## src/rtl/sic_pkg.sv

```systemverilog
// Summary of operation
// RULE1 - Top bits 01 select cause register; read-only bit 1 leaves enables alone
// RULE2 - Read-only bit 0: return causes and load payload into enable register
// RULE3 - Bit 11 set when standby watchdog overflow gave an interrupt
// RULE4 - Bit 10 set on any change of temperature warning state
// RULE5 - Bit 9 set on any change of ground offset state
// RULE6 - Bit 8 set when a frame has other than 16 clocks
// RULE7 - Wrong-length frame without interrupt is discarded, no register changes
// RULE8 - Bit 7 set when battery monitor falling edge forced an interrupt
// RULE9 - Bit 6 set when any of three rail good indications clears
// RULE10 - Bit 5 set whenever bus failure status bits change
// RULE11 - Bits 4 and 0 are reserved and always read zero
// RULE12 - Bit 3 set on falling edge of local wake pin
// RULE13 - Bit 2 set when watchdog restart while watchdog off gave interrupt
// RULE14 - Bit 1 set when a bus wake-up event gave an interrupt
// RULE15 - Cause flags reported by a read clear at its end; all cause flags clear on every reset
// RULE16 - Events arriving during a read are kept for the next read
// RULE17 - After a read the interrupt output is released for a set interval
// RULE18 - In normal mode non-urgent interrupts signal at most once per watchdog period
// RULE19 - Interrupt output low while an unread flag is pending, except in release or while a normal-mode non-urgent flag waits for the next watchdog period
package sic_pkg;
   // Frame layout
   localparam int FRAME_BITS = 16;
   localparam int SEL_HI     = 15;
   localparam int SEL_LO     = 14;
   localparam int FB_SEL_BIT = 13;
   localparam int RO_BIT     = 12;
   localparam logic [1:0] SEL_CAUSE = 2'h1;
   localparam logic [4:0] CNT_GOOD  = 5'h10;
   localparam logic [4:0] CNT_MAX   = 5'h1F;
   // Cause bit positions
   localparam int DOG_OVF_BIT  = 11;
   localparam int OVERHEAT_BIT = 10;
   localparam int GND_OFS_BIT  = 9;
   localparam int FRAME_ERR_BIT = 8;
   localparam int BATT_BIT     = 7;
   localparam int SUPPLY_BIT   = 6;
   localparam int BUS_FAIL_BIT = 5;
   localparam int LOCAL_BIT    = 3;
   localparam int DOG_RST_BIT  = 2;
   localparam int BUS_ROUSE_BIT = 1;
   // Bits 4 and 0 are reserved; 15..12 carry the frame header
   localparam logic [11:0] VALID_MASK  = 12'hFEE;
   localparam logic [11:0] URGENT_MASK = 12'h984;
   localparam logic [11:0] CAUSE_RST   = 12'h000;
   localparam logic [11:0] ENABLE_RST  = 12'h000;
   localparam int BUS_FAIL_W = 4;
   // Timing
   localparam int CLK_MHZ          = 50;
   localparam int RELEASE_NS       = 1000;
   localparam int RELEASE_CYC      = (RELEASE_NS * CLK_MHZ + 999) / 1000;
   localparam logic [7:0] REL_LOAD = 8'(RELEASE_CYC);
endpackage : sic_pkg

```

## src/rtl/sic_cause.sv

```systemverilog
`timescale 1ns/1ps
`default_nettype none
module sic_cause (
   // Clock and reset
   input  wire logic                           clk,
   input  wire logic                           rst,
   // Serial port pins
   input  wire logic                           sclk,
   input  wire logic                           cs_n,
   input  wire logic                           mosi,
   output logic                                miso,
   output logic                                miso_oe,
   // Event sources from device logic
   input  wire logic                           dog_overflow_evt,
   input  wire logic                           dog_restart_evt,
   input  wire logic                           bus_rouse_evt,
   input  wire logic                           temp_warning_state,
   input  wire logic                           ground_offset_state,
   input  wire logic [sic_pkg::BUS_FAIL_W-1:0] bus_fail_status,
   input  wire logic                           rail1_good,
   input  wire logic                           rail2_good,
   input  wire logic                           rail3_good,
   // Event pins
   input  wire logic                           batt_sense,
   input  wire logic                           local_wake,
   // Mode and throttle
   input  wire logic                           normal_mode,
   input  wire logic                           dog_period_tick,
   // Status outputs
   output logic [11:0]                         irq_enable,
   output logic                                irq_out_n
);

   ////////////////////////////////////////////////////////////////////////////
   // Pin synchronisers: stage 0 read only by stage 1
   logic [4:0] sync0_q;
   logic [4:0] sync1_q;
   logic [4:0] prev_q;
   always_ff @(posedge clk)
   begin
      sync0_q <= {local_wake, batt_sense, mosi, cs_n, sclk};
      sync1_q <= sync0_q;
      prev_q  <= sync1_q;
   end

   logic sclk_rise;
   logic sclk_fall;
   logic cs_fall;
   logic cs_rise;
   logic batt_fall;
   logic wake_fall;
   assign sclk_rise = sync1_q[0] & ~prev_q[0];
   assign sclk_fall = ~sync1_q[0] & prev_q[0];
   assign cs_fall   = ~sync1_q[1] & prev_q[1];
   assign cs_rise   = sync1_q[1] & ~prev_q[1];
   assign batt_fall = ~sync1_q[3] & prev_q[3];
   assign wake_fall = ~sync1_q[4] & prev_q[4];

   ////////////////////////////////////////////////////////////////////////////
   // Serial frame
   logic [15:0] rx_q;
   logic [15:0] tx_q;
   logic [4:0]  cnt_q;
   logic [11:0] snap_q;
   logic [11:0] cause_q;
   logic [11:0] en_q;

   always_ff @(posedge clk)
   begin
      if (rst)
      begin
         rx_q    <= 16'h0000;
         tx_q    <= 16'h0000;
         cnt_q   <= 5'h00;
         snap_q  <= 12'h000;
         miso    <= 1'b0;
         miso_oe <= 1'b0;
      end
      else
      begin
         miso_oe <= ~sync1_q[1];
         if (cs_fall)
         begin
            // Snapshot fixes what this read reports and later clears
            snap_q <= cause_q;
            // Bit 15 is shown at select, so the shifter starts at bit 14
            tx_q   <= {3'h0, cause_q, 1'b0};
            miso   <= 1'b0;
            cnt_q  <= 5'h00;
         end
         else if (!sync1_q[1])
         begin
            if (sclk_rise)
            begin
               rx_q  <= {rx_q[14:0], sync1_q[2]};
               cnt_q <= (cnt_q == sic_pkg::CNT_MAX) ? cnt_q : cnt_q + 5'h01;
            end
            if (sclk_fall)
            begin
               miso <= tx_q[15];
               tx_q <= {tx_q[14:0], 1'b0};
            end
         end
      end
   end

   logic frame_ok;
   logic frame_bad;
   logic sel_cause;
   logic rd_done;
   logic wr_en;
   assign frame_ok  = cs_rise && (cnt_q == sic_pkg::CNT_GOOD);
   assign frame_bad = cs_rise && (cnt_q != sic_pkg::CNT_GOOD);
   assign sel_cause = rx_q[sic_pkg::SEL_HI:sic_pkg::SEL_LO] == sic_pkg::SEL_CAUSE;
   assign rd_done   = frame_ok && sel_cause;                                         // [RULE1]
   assign wr_en     = rd_done && !rx_q[sic_pkg::RO_BIT];                             // [RULE2]

   ////////////////////////////////////////////////////////////////////////////
   // Enable register
   always_ff @(posedge clk)
   begin
      if (rst)
         en_q <= sic_pkg::ENABLE_RST;
      else if (wr_en)
         en_q <= rx_q[11:0] & sic_pkg::VALID_MASK;                                    // [RULE2]
      else if (dog_overflow_evt)
         // Overflow interrupt must be re-armed by software every time
         en_q[sic_pkg::DOG_OVF_BIT] <= 1'b0;
   end
   assign irq_enable = en_q;

   ////////////////////////////////////////////////////////////////////////////
   // Event detection
   logic                          temp_q;
   logic                          gnd_q;
   logic [sic_pkg::BUS_FAIL_W-1:0] busf_q;
   logic [2:0]                    rails_q;
   always_ff @(posedge clk)
   begin
      if (rst)
      begin
         temp_q  <= 1'b0;
         gnd_q   <= 1'b0;
         busf_q  <= '0;
         rails_q <= 3'h0;
      end
      else
      begin
         temp_q  <= temp_warning_state;
         gnd_q   <= ground_offset_state;
         busf_q  <= bus_fail_status;
         rails_q <= {rail3_good, rail2_good, rail1_good};
      end
   end

   logic [11:0] raw_evt;
   always_comb
   begin
      raw_evt                            = 12'h000;
      raw_evt[sic_pkg::DOG_OVF_BIT]      = dog_overflow_evt;                         // [RULE3]
      raw_evt[sic_pkg::OVERHEAT_BIT]     = temp_warning_state != temp_q;             // [RULE4]
      raw_evt[sic_pkg::GND_OFS_BIT]      = ground_offset_state != gnd_q;             // [RULE5]
      raw_evt[sic_pkg::FRAME_ERR_BIT]    = frame_bad;                                // [RULE6]
      raw_evt[sic_pkg::BATT_BIT]         = batt_fall;                                // [RULE8]
      raw_evt[sic_pkg::SUPPLY_BIT]       = |(rails_q & ~{rail3_good, rail2_good, rail1_good}); // [RULE9]
      raw_evt[sic_pkg::BUS_FAIL_BIT]     = bus_fail_status != busf_q;                // [RULE10]
      raw_evt[sic_pkg::LOCAL_BIT]        = wake_fall;                                // [RULE12]
      raw_evt[sic_pkg::DOG_RST_BIT]      = dog_restart_evt;                          // [RULE13]
      raw_evt[sic_pkg::BUS_ROUSE_BIT]    = bus_rouse_evt;                            // [RULE14]
   end

   // A wrong-length frame with its enable clear raises nothing and changes nothing
   logic [11:0] set_vec;
   assign set_vec = raw_evt & en_q & sic_pkg::VALID_MASK;                            // [RULE7] [RULE11]

   ////////////////////////////////////////////////////////////////////////////
   // Cause flags: set wins over clear, only snapshotted bits clear
   logic [11:0] cause_d;
   genvar gi;
   generate
      for (gi = 0; gi < 12; gi++)
      begin : g_cause
         always_comb
         begin
            cause_d[gi] = set_vec[gi] | (cause_q[gi] & ~(rd_done & snap_q[gi]));    // [RULE15] [RULE16]
         end
      end
   endgenerate

   always_ff @(posedge clk)
   begin
      if (rst)
         cause_q <= sic_pkg::CAUSE_RST;                                               // [RULE15]
      else
         cause_q <= cause_d;
   end

   ////////////////////////////////////////////////////////////////////////////
   // Interrupt output with post-read release and normal-mode throttle
   logic [7:0] rel_q;
   logic       token_q;
   logic       irq_q;
   logic       urgent;
   logic       lazy;
   logic       want;
   assign urgent = |(cause_q & sic_pkg::URGENT_MASK);
   assign lazy   = |(cause_q & ~sic_pkg::URGENT_MASK);
   assign want   = urgent || (lazy && (!normal_mode || token_q));                   // [RULE18]

   always_ff @(posedge clk)
   begin
      if (rst)
         rel_q <= 8'h00;
      else if (rd_done)
         rel_q <= sic_pkg::REL_LOAD;                                                 // [RULE17]
      else if (rel_q != 8'h00)
         rel_q <= rel_q - 8'h01;
   end

   // Token limits slow-class signalling to one per watchdog period
   always_ff @(posedge clk)
   begin
      if (rst)
         token_q <= 1'b1;
      else if (dog_period_tick)
         token_q <= 1'b1;
      else if (!irq_q && rel_q == 8'h00 && normal_mode && lazy && !urgent && token_q)
         token_q <= 1'b0;                                                            // [RULE18]
   end

   always_ff @(posedge clk)
   begin
      if (rst)
         irq_q <= 1'b0;
      else if (rd_done || rel_q != 8'h00)
         irq_q <= 1'b0;                                                              // [RULE17]
      else if (want)
         irq_q <= 1'b1;                                                              // [RULE19]
   end
   assign irq_out_n = ~irq_q;
endmodule : sic_cause
`default_nettype wire

```

## config.mk

```make
export PLATFORM = sky130hd
export DESIGN_NAME = sic_cause
export DESIGN_NICKNAME = d
export VERILOG_FILES = /design/src/rtl/sic_pkg.sv /design/src/rtl/sic_cause.sv
export SDC_FILE = /design/constraint.sdc
export NUM_CORES = 1
export LEC_CHECK = 0
export BUFFER_PORTS_ARGS = -buffer_cell sky130_fd_sc_hd__buf_2
export CAP_MARGIN = 20
export CORE_UTILIZATION = 31
export DETAILED_ROUTE_END_ITERATION = 12
export SKIP_LAST_GASP = 1
export SYNTH_ARGS = -nofsm -noshare
export SYNTH_HDL_FRONTEND = slang
export SYNTH_SLANG_ARGS = --single-unit
```

## constraint.sdc

```tcl
create_clock -name clk -period 4.4 [get_ports clk]
set_input_delay 0 -clock clk [delete_from_list [all_inputs] [get_ports clk]]
set_output_delay 0 -clock clk [all_outputs]
set_load 0.005 [all_outputs]
```

==> reports/metrics.yaml, run 1 <==
area_delta_synth_final_pct: 19.5
gp_congestion: 0.788
final_cell_area_sq_um: 4660
fmax_ghz: 0.426
r2r-end: "irq_enable[1]$_SDFFE_PP0P_"
routed-via-count: 2916
status: "complete, no violations"
setup.worst_path.start_class: "flip-flop"
end_kind: "flip-flop"
hold_end: "irq_q$_SDFFE_PP0P_"
final_nets: 497
die_w_um: 114
first_iter_violations: 151
critical_path.reg2reg.startpoint: "sync1_q[1]$_DFF_P_"
fp.dieArea_sq_um: 13000
synthCells: 431
grt_pass1_vias: 2815
rrSetupSlack_ns: 2.05
cts_setup_buffers: 0
switchingPower_uw: 513
avgViaCountPerCell: 4.53
clock_skew_ns: 0.00951
coreArea_sq_um: 12200
p_clk_frac: 0.380
critPathMaxFanout: 20
tns_ns: 0
synth.top_cells.by_count: "dfxtp_1, nand2_1, nor2_1"
synth_top_area_frac: 0.538
fin_crit_sh: 0.533
drt_wl_total_um: 7820
synth_flop_cell: "dfxtp_1"
yosys.cell_count.top_type: "dfxtp_1"
htree_levels: 3
total_power_mw: 2.08
worstHoldStart: "normal_mode"
slew_viol_final: 0
postPlaceCellArea_sq_um: 4180
setup_viol: 0
cts.repair.resized: 0
p_comb_frac: 0.123
tightestPinTransition_ns: 0.986
fin_util: 0.384
ys_ff_latch: 105
mappedNetlistArea_sq_um: 3900
grt_overflow: 0
grt_pass1_wl_um: 13500
drive_gt1_frac: 0.128
cts_hold_buf: 19
max-vdd-ir-drop_mv: 0.182
leakagePower_nw: 1.71
crit_type: "reg2reg"
n_antenna_cell: 0
min_path_type: "in2reg"
clockBufferDepth: 2
antenna_found_initial: 0
ys_top_cells_by_area: "dfxtp_1, nand2_1, a21oi_1"
drt_pre_antenna_iters: 4
insertion_delay_ns: 0.34
slew_headroom: 0.339
grt_usage: 0.131
cts_root_buffer: "clkbuf_16"
p_per_area_nw_per_um2: 445
pin_count: 36
yosysUniqueCellTypes: 45
cp.arrival_ns: 2.55
crit_required_ns: 4.60
async_flop_share: 0
dieHeight_um: 114
p_int_mw: 1.56
yosysWarnings: 0
row_count: 40
final_hold_viol_count: 0
cts.sinks: 105
syn_avg_cell_area_sq_um: 9.06
drc_errors: 0
initial_utilization: 0.321
seqPwrFrac: 0.497
synth_edf_count: 0
dp_hpwl_um: 5160
p_sw_frac: 0.247
post-route-min-period_ns: 2.35
rsz0062_at_grt: "false"
portBuffers: 33
worstHoldPathCells: 4
yosys.area.top_type: "dfxtp_1"
grt_max_degree: 45
routedWlPerCell_um: 12.1
cts_tree: "yes"
numCtsBuffers: 9
ant_nets: 0
reg2reg_depth: 4
cap_violations: 0
clkTransAtPathRegs_ns: 0.07
synth_seq_area_share: 0.538
## routing by layer
layer | up-vias | part of all wire | routed length [um] | track usage
met1 | 1344 | 0.49 | 3840 | 0.174
met3 | 7 | 0.048 | 375 | 0.0360
met4 | 0 | 0.013 | 102 | 0.0442
met2 | 47 | 0.45 | 3500 | 0.205
met5 | - | 0 | 0 | 0
li1 | 1518 | - | - | -
## cells by family (layout without fill, tap and decap cells)
kind of cell | Yosys count | after routing | share of synthesized area
AND/OR/NAND/NOR | 175 | 175 | 0.215
multiplexers | 17 | 17 | 0.0439
XOR/XNOR | 13 | 13 | 0.0292
flip-flops | 105 | 105 | 0.538
AO/OA/AOI/OAI | 74 | 74 | 0.112
buffers and inverters | 41 | 85 | 0.0452
other | 1 | 2 | 0.000961
adder cells (fa/ha/maj) | 5 | 5 | 0.0160
## flip-flops by register name (all words and copies together) (netlist names)
name	cells
busf_q	4
cause_q	12
cnt_q	5
gnd_q	1
irq_enable	10
irq_q	1
miso	1
miso_oe	1
prev_q	4
rails_q	3
rel_q	8
rx_q	16
snap_q	12
sync0_q	5
sync1_q	5
temp_q	1
token_q	1
tx_q	15
## cells in the final DEF (no fill, tap or decap), types with 2 or more instances in the layout
| master | netlist | layout |
|---|---|---|
| dfxtp_1 | 105 | 105 |
| dlygate4sd3_1 | 0 | 19 |
| nor2_1 | 48 | 48 |
| a21oi_1 | 45 | 45 |
| nand2_1 | 67 | 67 |
| or3b_2 | 2 | 2 |
| nand4bb_1 | 2 | 2 |
| o22a_1 | 8 | 8 |
| and3_1 | 2 | 2 |
| clkinv_2 | 0 | 3 |
| buf_2 | 2 | 33 |
| a311oi_1 | 3 | 3 |
| o21ai_0 | 9 | 9 |
| nand3b_1 | 2 | 2 |
| xnor2_1 | 5 | 5 |
| a31oi_1 | 2 | 2 |
| nor3_1 | 15 | 14 |
| or3_1 | 3 | 3 |
| xor2_1 | 8 | 8 |
| inv_1 | 16 | 16 |
| nand3_1 | 2 | 2 |
| nor3_2 | 1 | 2 |
| nor2b_1 | 11 | 11 |
| conb_1 | 1 | 2 |
| nand4_1 | 3 | 3 |
| ha_1 | 5 | 5 |
| o22ai_1 | 2 | 2 |
| nand2b_1 | 6 | 6 |
| clkbuf_16 | 0 | 9 |
| nor4_1 | 3 | 3 |
| mux2i_1 | 16 | 16 |
| nor2_2 | 2 | 2 |
## worst max-delay path by stage
stage	slack (ns)	start	end
floorplan	2.71	cnt_q[0]$_SDFFE_PP0P_	cnt_q[3]$_SDFFE_PP0P_
global placement	2.13	sync1_q[1]$_DFF_P_	irq_enable[11]$_SDFFE_PP0P_
detailed placement	2.05	sync1_q[1]$_DFF_P_	irq_enable[1]$_SDFFE_PP0P_
CTS	2.04	sync1_q[1]$_DFF_P_	irq_enable[1]$_SDFFE_PP0P_
global route	1.82	sync1_q[1]$_DFF_P_	irq_enable[11]$_SDFFE_PP0P_
finish	2.05	sync1_q[1]$_DFF_P_	irq_enable[1]$_SDFFE_PP0P_
## final cells by class
type	instances	area, sq um
Clock buffer	9	225
Tap cell	168	210
Fill cell	1248	7500
Clock inverter	7	70.1
Timing Repair Buffer	53	363
Sequential cell	105	2100
Multi-Input combinational cell	286	1630
Inverter	16	60.1
## per-stage QoR
stage                     setup slack, ns  instances  hold slack (ns)
after floorplan                      2.71        432           0.0277
after detailed placement             2.05        609            0.105
after global placement               2.13        609            0.103
after global routing                 1.82        644           0.0800
after CTS                            2.04        644           0.0295
final                                2.05        644           0.0574
## worst max-delay path: stages (launching register included)
cell and delay [ns]:
dfxtp_1 0.82, nand4bb_1 0.27, nor3_2 0.80, mux2i_1 0.27, nor2_1 0.05
## power groups by stage
| stage | Clock [mW] | Sequential (mW) | Combinational, mW |
|---|---|---|---|
| final | 0.789 | 1.03 | 0.255 |
| after global routing | 0.852 | 1.04 | 0.290 |
| after CTS | 0.814 | 1.03 | 0.256 |
| after detailed placement | 0 | 1.05 | 0.241 |
| after global placement | 0 | 1.05 | 0.234 |
| after floorplan | 0 | 1.04 | 0.209 |
Power figures use the tool's default switching activity.
==> run 2: changes to the inputs <==
--- a/config.mk
+++ b/config.mk
@@ -5,6 +5,7 @@
 export SDC_FILE = /design/constraint.sdc
 export NUM_CORES = 1
 export LEC_CHECK = 0
+export ABC_AREA = 1
 export BUFFER_PORTS_ARGS = -buffer_cell sky130_fd_sc_hd__buf_2
 export CAP_MARGIN = 20
 export CORE_UTILIZATION = 31
==> constraint.sdc (replaced) <==
create_clock -name clk -period 1.9 [get_ports clk]
set_input_delay 0 -clock clk [delete_from_list [all_inputs] [get_ports clk]]
set_output_delay 0 -clock clk [all_outputs]
set_load 0.005 [all_outputs]
==> run 2 against run 1 <==
  * Via count rose by 16%
  * Highest routed layer unchanged
  * Flip-flop and latch count did not move
  * Global-route usage rose by 0.75 points
==> reports/metrics.yaml, run 2 <==
ys_ff_latch: 105  # unchanged
grt_pass1_wl_um: 14700  # was 13,500 um
routedWlPerCell_um: 11.1  # was 12.1 um
largest_reg_flops: 16  # unchanged
n_antenna_cell: 0  # unchanged
routed-via-count: 3370  # was 2,916
final_cell_mix: "dfxtp_1, nand2_1, inv_1, nor2_1, a21oi_1"  # was dfxtp_1, nand2_1, nor2_1, a21oi_1, buf_2
regMostFlops: "rx_q"  # unchanged
async_flop_share: 0  # unchanged
fmax_ghz: 0.609  # was 0.426 GHz
grt_usage: 0.139  # was 0.131
grt_max_degree: 42  # was 45
r2r-end: "irq_enable[11]$_SDFFE_PP0P_"  # was irq_enable[1]$_SDFFE_PP0P_
dieHeight_um: 117  # was 114 um
cts_root_buffer: "clkbuf_16"  # unchanged
reg2reg_depth: 8  # was 4
syn_avg_cell_area_sq_um: 7.68  # was 9.06 sq um
clkTransAtPathRegs_ns: 0.07  # about the same
numCtsBuffers: 9  # unchanged
initial_utilization: 0.320  # was 0.321
drc_errors: 0  # unchanged
critPathMaxFanout: 15  # was 20
coreArea_sq_um: 12700  # was 12,200 sq um
synthCells: 530  # was 431
setup.worst_path.start_class: "flip-flop"  # unchanged
area_delta_synth_final_pct: 19.7  # was 19.5%
seqPwrFrac: 0.488  # was 0.497
cts.repair.resized: 0  # unchanged
final_nets: 607  # was 497
ys_top_cells_by_area: "dfxtp_1, nand2_1, a21oi_1"  # unchanged
cts_tree: "yes"  # unchanged
path_buf_inv: 2  # was 0
gp_congestion: 0.800  # was 0.788
ant_nets: 0  # unchanged
fin_crit_sh: 0.865  # was 0.533
worstHoldStart: "normal_mode"  # unchanged
mappedNetlistArea_sq_um: 4070  # was 3900 sq um
yosysUniqueCellTypes: 27  # was 45
hold_end: "token_q$_SDFFE_PP1P_"  # was irq_q$_SDFFE_PP0P_
yosys.cell_count.top_type: "dfxtp_1"  # unchanged
cp_top_family: "simple AND/OR/NAND/NOR gates"  # unchanged
synth_edf_count: 0  # unchanged
htree_levels: 3  # unchanged
p_sw_frac: 0.262  # was 0.247
fin_hold_ws_ns: 0.00912  # was 0.0574 ns
mostFrequentLayoutCell: "dfxtp_1"  # unchanged
cp.arrival_ns: 1.92  # was 2.55 ns
first_iter_violations: 99  # was 151
final_hold_viol_count: 0  # unchanged
grt_overflow: 0  # unchanged
synth_seq_area_share: 0.516  # was 0.538
clockBufferDepth: 2  # unchanged
slew_viol_final: 0  # unchanged
rrSetupSlack_ns: 0.26  # was 2.05 ns
end_kind: "flip-flop"  # unchanged
min_path_type: "in2reg"  # unchanged
crit_required_ns: 2.18  # was 4.60 ns
dp_hpwl_um: 5960  # was 5160 um
leakagePower_nw: 2.02  # was 1.71 nW
clock_skew_ns: 0.0100  # was 0.00951 ns
die_w_um: 117  # was 114 um
fp.dieArea_sq_um: 13600  # was 13,000 sq um
setup_viol: 0  # unchanged
max-vdd-ir-drop_mv: 0.436  # was 0.182 mV
crit_type: "reg2reg"  # unchanged
worstHoldPathCells: 6  # was 4
cts.sinks: 105  # unchanged
p_clk_frac: 0.375  # was 0.380
synth_flop_cell: "dfxtp_1"  # unchanged
pin_count: 36  # unchanged
yosys.area.top_type: "dfxtp_1"  # unchanged
p_int_mw: 3.57  # was 1.56 mW
insertion_delay_ns: 0.34  # about the same
switchingPower_mw: 1.27  # was 513 uW
grt_pass1_vias: 3291  # was 2,815
cp_common_cell: "inv_1"
avgViaCountPerCell: 4.45  # was 4.53
synth_top_area_frac: 0.516  # was 0.538
top_regs: "rx_q: 16 flops, tx_q: 15 flops"  # unchanged
drt_pre_antenna_iters: 4  # unchanged
status: "complete, no violations"  # unchanged
p_comb_frac: 0.136  # was 0.123
worstPathCellList: "inv_1 -> ha_1 -> nand2_1 -> nor2_4 -> nand3_4 -> o21ai_0 -> inv_1 -> nor2_1"  # was nand4bb_1 -> nor3_2 -> mux2i_1 -> nor2_1
crit_cells: 8  # was 4
drt_wl_total_um: 8430  # was 7820 um
yosysWarnings: 0  # unchanged
p_per_area_nw_per_um2: 994  # was 445 nW/um^2
cap_violations: 0  # unchanged
portBuffers: 33  # unchanged
tns_ns: 0  # unchanged
critical_path.max_stage_delay_ns: 0.35  # was 0.82 ns
critical_path.reg2reg.startpoint: "cnt_q[0]$_SDFFE_PP0P_"  # was sync1_q[1]$_DFF_P_
post-route-min-period_ns: 1.64  # was 2.35 ns
rsz0062_at_grt: "false"  # unchanged
slowest_stage: "nor2_4"  # was dfxtp_1
drive_gt1_frac: 0.119  # was 0.128
antenna_found_initial: 0  # unchanged
synth.top_cells.by_count: "dfxtp_1, nand2_1, inv_1"  # was dfxtp_1, nand2_1, nor2_1
startpoint: "cnt_q[0]$_SDFFE_PP0P_"  # was sync1_q[1]$_DFF_P_
row_count: 41  # was 40
==> run 2: cell count changes after synthesis, sizes merged, moves of 16 or more <==
cell,before,now
inv,16,82
mux2i,16,0
nand2,67,107
nand3,2,26
nor2,50,70
o21ai,9,31
==> run 2: repair_timing <==
action / CTS / global route
setup buffers: 0 / 0
hold buffers: 19 / 0
endpoints found under the hold margin: 21 / 0
==> run 2: cells by family after synthesis <==
| family | Yosys count | share of synthesized area |
|---|---|---|
| other | 1 | 0.000921 |
| flip-flops | 105 | 0.516 |
| XOR/XNOR | 4 | 0.00860 |
| AO/OA/AOI/OAI | 102 | 0.135 |
| adder cells (fa/ha/maj) | 5 | 0.0154 |
| AND/OR/NAND/NOR | 213 | 0.223 |
| buffers and inverters | 100 | 0.101 |
==> run 2: worst max path at each step <==
stage,endpoint,slack [ns]
2_1_floorplan,cnt_q[2]$_SDFFE_PP0P_,0.56
3_3_place_gp,irq_enable[11]$_SDFFE_PP0P_,0.31
3_5_place_dp,irq_enable[11]$_SDFFE_PP0P_,0.31
4_1_cts,irq_enable[11]$_SDFFE_PP0P_,0.26
5_1_grt,irq_enable[11]$_SDFFE_PP0P_,0.03
6_report,irq_enable[11]$_SDFFE_PP0P_,0.26
==> run 2: layout make-up <==
cell class,instances,area (sq um)
fill,1343,7850
sequential,105,2100
multi-input combinational,326,1560
timing repair buffer,57,393
inverter,82,308
clock buffer,9,225
tap,172,215
clock inverter,7,70.1
==> run 2: metal layers <==
layer  part of all wire  vias to the layer above  global-route usage  routed length (um)
met5                  0                        -                   0                   0
met4              0.013                        0              0.0591                 106
met3              0.030                        6              0.0280                 253
met2               0.48                       44               0.235                4030
met1               0.48                     1547               0.171                4050
li1                   -                     1773                   -                   -
==> run 2: worst min-delay path, delay by kind of cell <==
kind / cells / cell delay, ns
buf+inv: 2 / 0.16
simple gates: 4 / 0.16
==> run 2: stage by stage <==
step                      std cells  area, sq um  power [mW]  setup slack [ns]  utilization
after floorplan                 531         4080        2.90             0.556            -
after global placement          723         4390        3.01             0.313        0.345
after detailed placement        723         4390        3.05             0.308        0.345
after CTS                       758         4870        4.90             0.262        0.383
after global routing            758         4870        5.10            0.0265        0.383
final                           758         4870        4.84             0.257        0.383
==> run 2: power groups by stage <==
stage                     combinational [mW]  clock (mW)  sequential, mW
final                                  0.661        1.82            2.37
after global routing                   0.762        1.96            2.38
after CTS                              0.664        1.87            2.37
after detailed placement               0.632           0            2.42
after global placement                 0.602           0            2.41
after floorplan                        0.499           0            2.40
==> run 3: changes to the inputs <==
--- a/config.mk
+++ b/config.mk
@@ -9,6 +9,7 @@
 export BUFFER_PORTS_ARGS = -buffer_cell sky130_fd_sc_hd__buf_2
 export CAP_MARGIN = 20
 export CORE_UTILIZATION = 31
+export CTS_BUF_LIST = sky130_fd_sc_hd__clkbuf_8
 export DETAILED_ROUTE_END_ITERATION = 12
 export SKIP_LAST_GASP = 1
 export SYNTH_ARGS = -nofsm -noshare
==> run 3 against run 2 <==
  * Sequential power hardly changed
  * Cell area is 1.7% lower
  * Clock skew about the same
  * Critical path type unchanged
==> reports/metrics.yaml, run 3 (synthesized netlist as in run 2, its figures left out) <==
drt_wl_total_um: 8440  # was 8430 um
gp_congestion: 0.800  # unchanged
post-route-min-period_ns: 1.72  # was 1.64 ns
insertion_delay_ns: 0.37  # was 0.34 ns
grt_max_degree: 42  # unchanged
fp.dieArea_sq_um: 13600  # unchanged
portBuffers: 33  # unchanged
first_iter_violations: 90  # was 99
final_cell_area_sq_um: 4790  # was 4870 sq um
worstHoldPathCells: 6  # unchanged
leakagePower_nw: 1.98  # was 2.02 nW
cp.arrival_ns: 1.98  # was 1.92 ns
area_delta_synth_final_pct: 17.7  # was 19.7%
fin_crit_sh: 0.906  # was 0.865
max-vdd-ir-drop_mv: 0.341  # was 0.436 mV
rrSetupSlack_ns: 0.18  # was 0.26 ns
pin_count: 36  # unchanged
clockBufferDepth: 2  # unchanged
largest_reg_flops: 16  # unchanged
antenna_found_initial: 0  # unchanged
critPathMaxFanout: 5  # was 15
end_kind: "flip-flop"  # unchanged
cts_root_buffer: "clkbuf_8"  # was clkbuf_16
grt_pass1_wl_um: 14700  # unchanged
cts_tree: "yes"  # unchanged
dieHeight_um: 117  # unchanged
drt_pre_antenna_iters: 4  # unchanged
row_count: 41  # unchanged
setup_viol: 0  # unchanged
cts.sinks: 105  # unchanged
clock_skew_ns: 0.0105  # was 0.0100 ns
p_per_area_nw_per_um2: 920  # was 994 nW/um^2
grt_usage: 0.140  # was 0.139
dp_hpwl_um: 5960  # unchanged
tns_ns: 0  # unchanged
setup.worst_path.start_class: "flip-flop"  # unchanged
final_hold_viol_count: 0  # unchanged
final_nets: 609  # was 607
routed-via-count: 3383  # was 3,370
drc_errors: 0  # unchanged
mostFrequentLayoutCell: "dfxtp_1"  # unchanged
initial_utilization: 0.320  # unchanged
drive_gt1_frac: 0.124  # was 0.119
n_antenna_cell: 0  # unchanged
numCtsBuffers: 9  # unchanged
final_cell_mix: "dfxtp_1, nand2_1, inv_1, nor2_1, a21oi_1"  # unchanged
ant_nets: 0  # unchanged
regMostFlops: "rx_q"  # unchanged
grt_overflow: 0  # unchanged
die_w_um: 117  # unchanged
cap_violations: 0  # unchanged
min_path_type: "in2reg"  # unchanged
routedWlPerCell_um: 11.1  # about the same
reg2reg_depth: 10  # was 8
grt_pass1_vias: 3308  # was 3,291
coreArea_sq_um: 12700  # unchanged
slew_viol_final: 0  # unchanged
crit_type: "reg2reg"  # unchanged
crit_required_ns: 2.16  # was 2.18 ns
avgViaCountPerCell: 4.45  # about the same
top_regs: "rx_q: 16 flops, tx_q: 15 flops"  # unchanged
clkTransAtPathRegs_ns: 0.09  # was 0.07 ns
rsz0062_at_grt: "false"  # unchanged
postPlaceCellArea_sq_um: 4390  # unchanged
status: "complete, no violations"  # unchanged
htree_levels: 3  # unchanged
fmax_ghz: 0.581  # was 0.609 GHz
-- run 3: cell types whose count changed in the layout (fill, tap and decap cells not counted) --
cell | before | now
nand2_1 | 101 | 100
clkbuf_8 | 0 | 9
dlygate4sd3_1 | 19 | 20
clkbuf_16 | 9 | 0
inv_2 | 6 | 7
buf_4 | 5 | 6
nand2_2 | 5 | 6
inv_1 | 76 | 75
-- run 3: power by group --
part | switching, mW | internal, mW
Clock | 0.750 | 0.609
Sequential | 0.0653 | 2.30
Combinational | 0.417 | 0.266
-- run 3: through the flow --
stage	hold slack (ns)	total power [mW]	util	setup WS (ns)	cells
3_3_place_gp	0.103	3.01	0.345	0.313	723
5_1_grt	0.0702	4.67	0.377	0.0217	760
3_5_place_dp	0.105	3.05	0.345	0.308	723
2_1_floorplan	0.0277	2.90	-	0.556	531
4_1_cts	0.0448	4.43	0.376	0.0440	759
6_report	0.0621	4.41	0.377	0.179	760
-- run 3: area by class of cell --
cell class                      count  area (sq um)
Multi-Input combinational cell    326          1560
Fill cell                        1360          7930
Sequential cell                   105          2100
Clock buffer                        9           124
Tap cell                          172           215
Inverter                           82           308
Timing Repair Buffer               59           410
Clock inverter                      7          70.1
-- run 3: timing repair --
action / CTS / global route
resized for setup: 0 / 2
endpoints found under the hold margin: 26 / 0
setup buffers: 0 / 1
hold buffers: 20 / 0
setup endpoints to repair: 0 / 1
-- run 3: worst max-delay path, cell delays in order (launching register included) --
cell	delay, ns
dfxtp_1	0.33
inv_1	0.09
ha_1	0.15
nand3_1	0.10
inv_1	0.08
nand2_2	0.09
nor2_1	0.10
nand2_1	0.05
nand2_1	0.05
nand2_1	0.04
dlygate4sd3_1	0.54
-- run 3: per-layer routing --
| layer | vias to the layer above | track usage | wire (um) |
|---|---|---|---|
| li1 | 1779 | - | - |
| met1 | 1544 | 0.173 | 4070 |
| met2 | 48 | 0.232 | 3950 |
| met3 | 12 | 0.0234 | 226 |
| met4 | 0 | 0.0743 | 191 |
| met5 | - | 0 | 0 |
-- run 3: final timing paths --
check / from / endpoint
max: rel_q[1]$_SDFFE_PP0P_ / token_q$_SDFFE_PP1P_
min: normal_mode / irq_q$_SDFFE_PP0P_
max reg2reg: rel_q[1]$_SDFFE_PP0P_ / token_q$_SDFFE_PP1P_
min reg2reg: sync0_q[1]$_DFF_P_ / sync1_q[1]$_DFF_P_
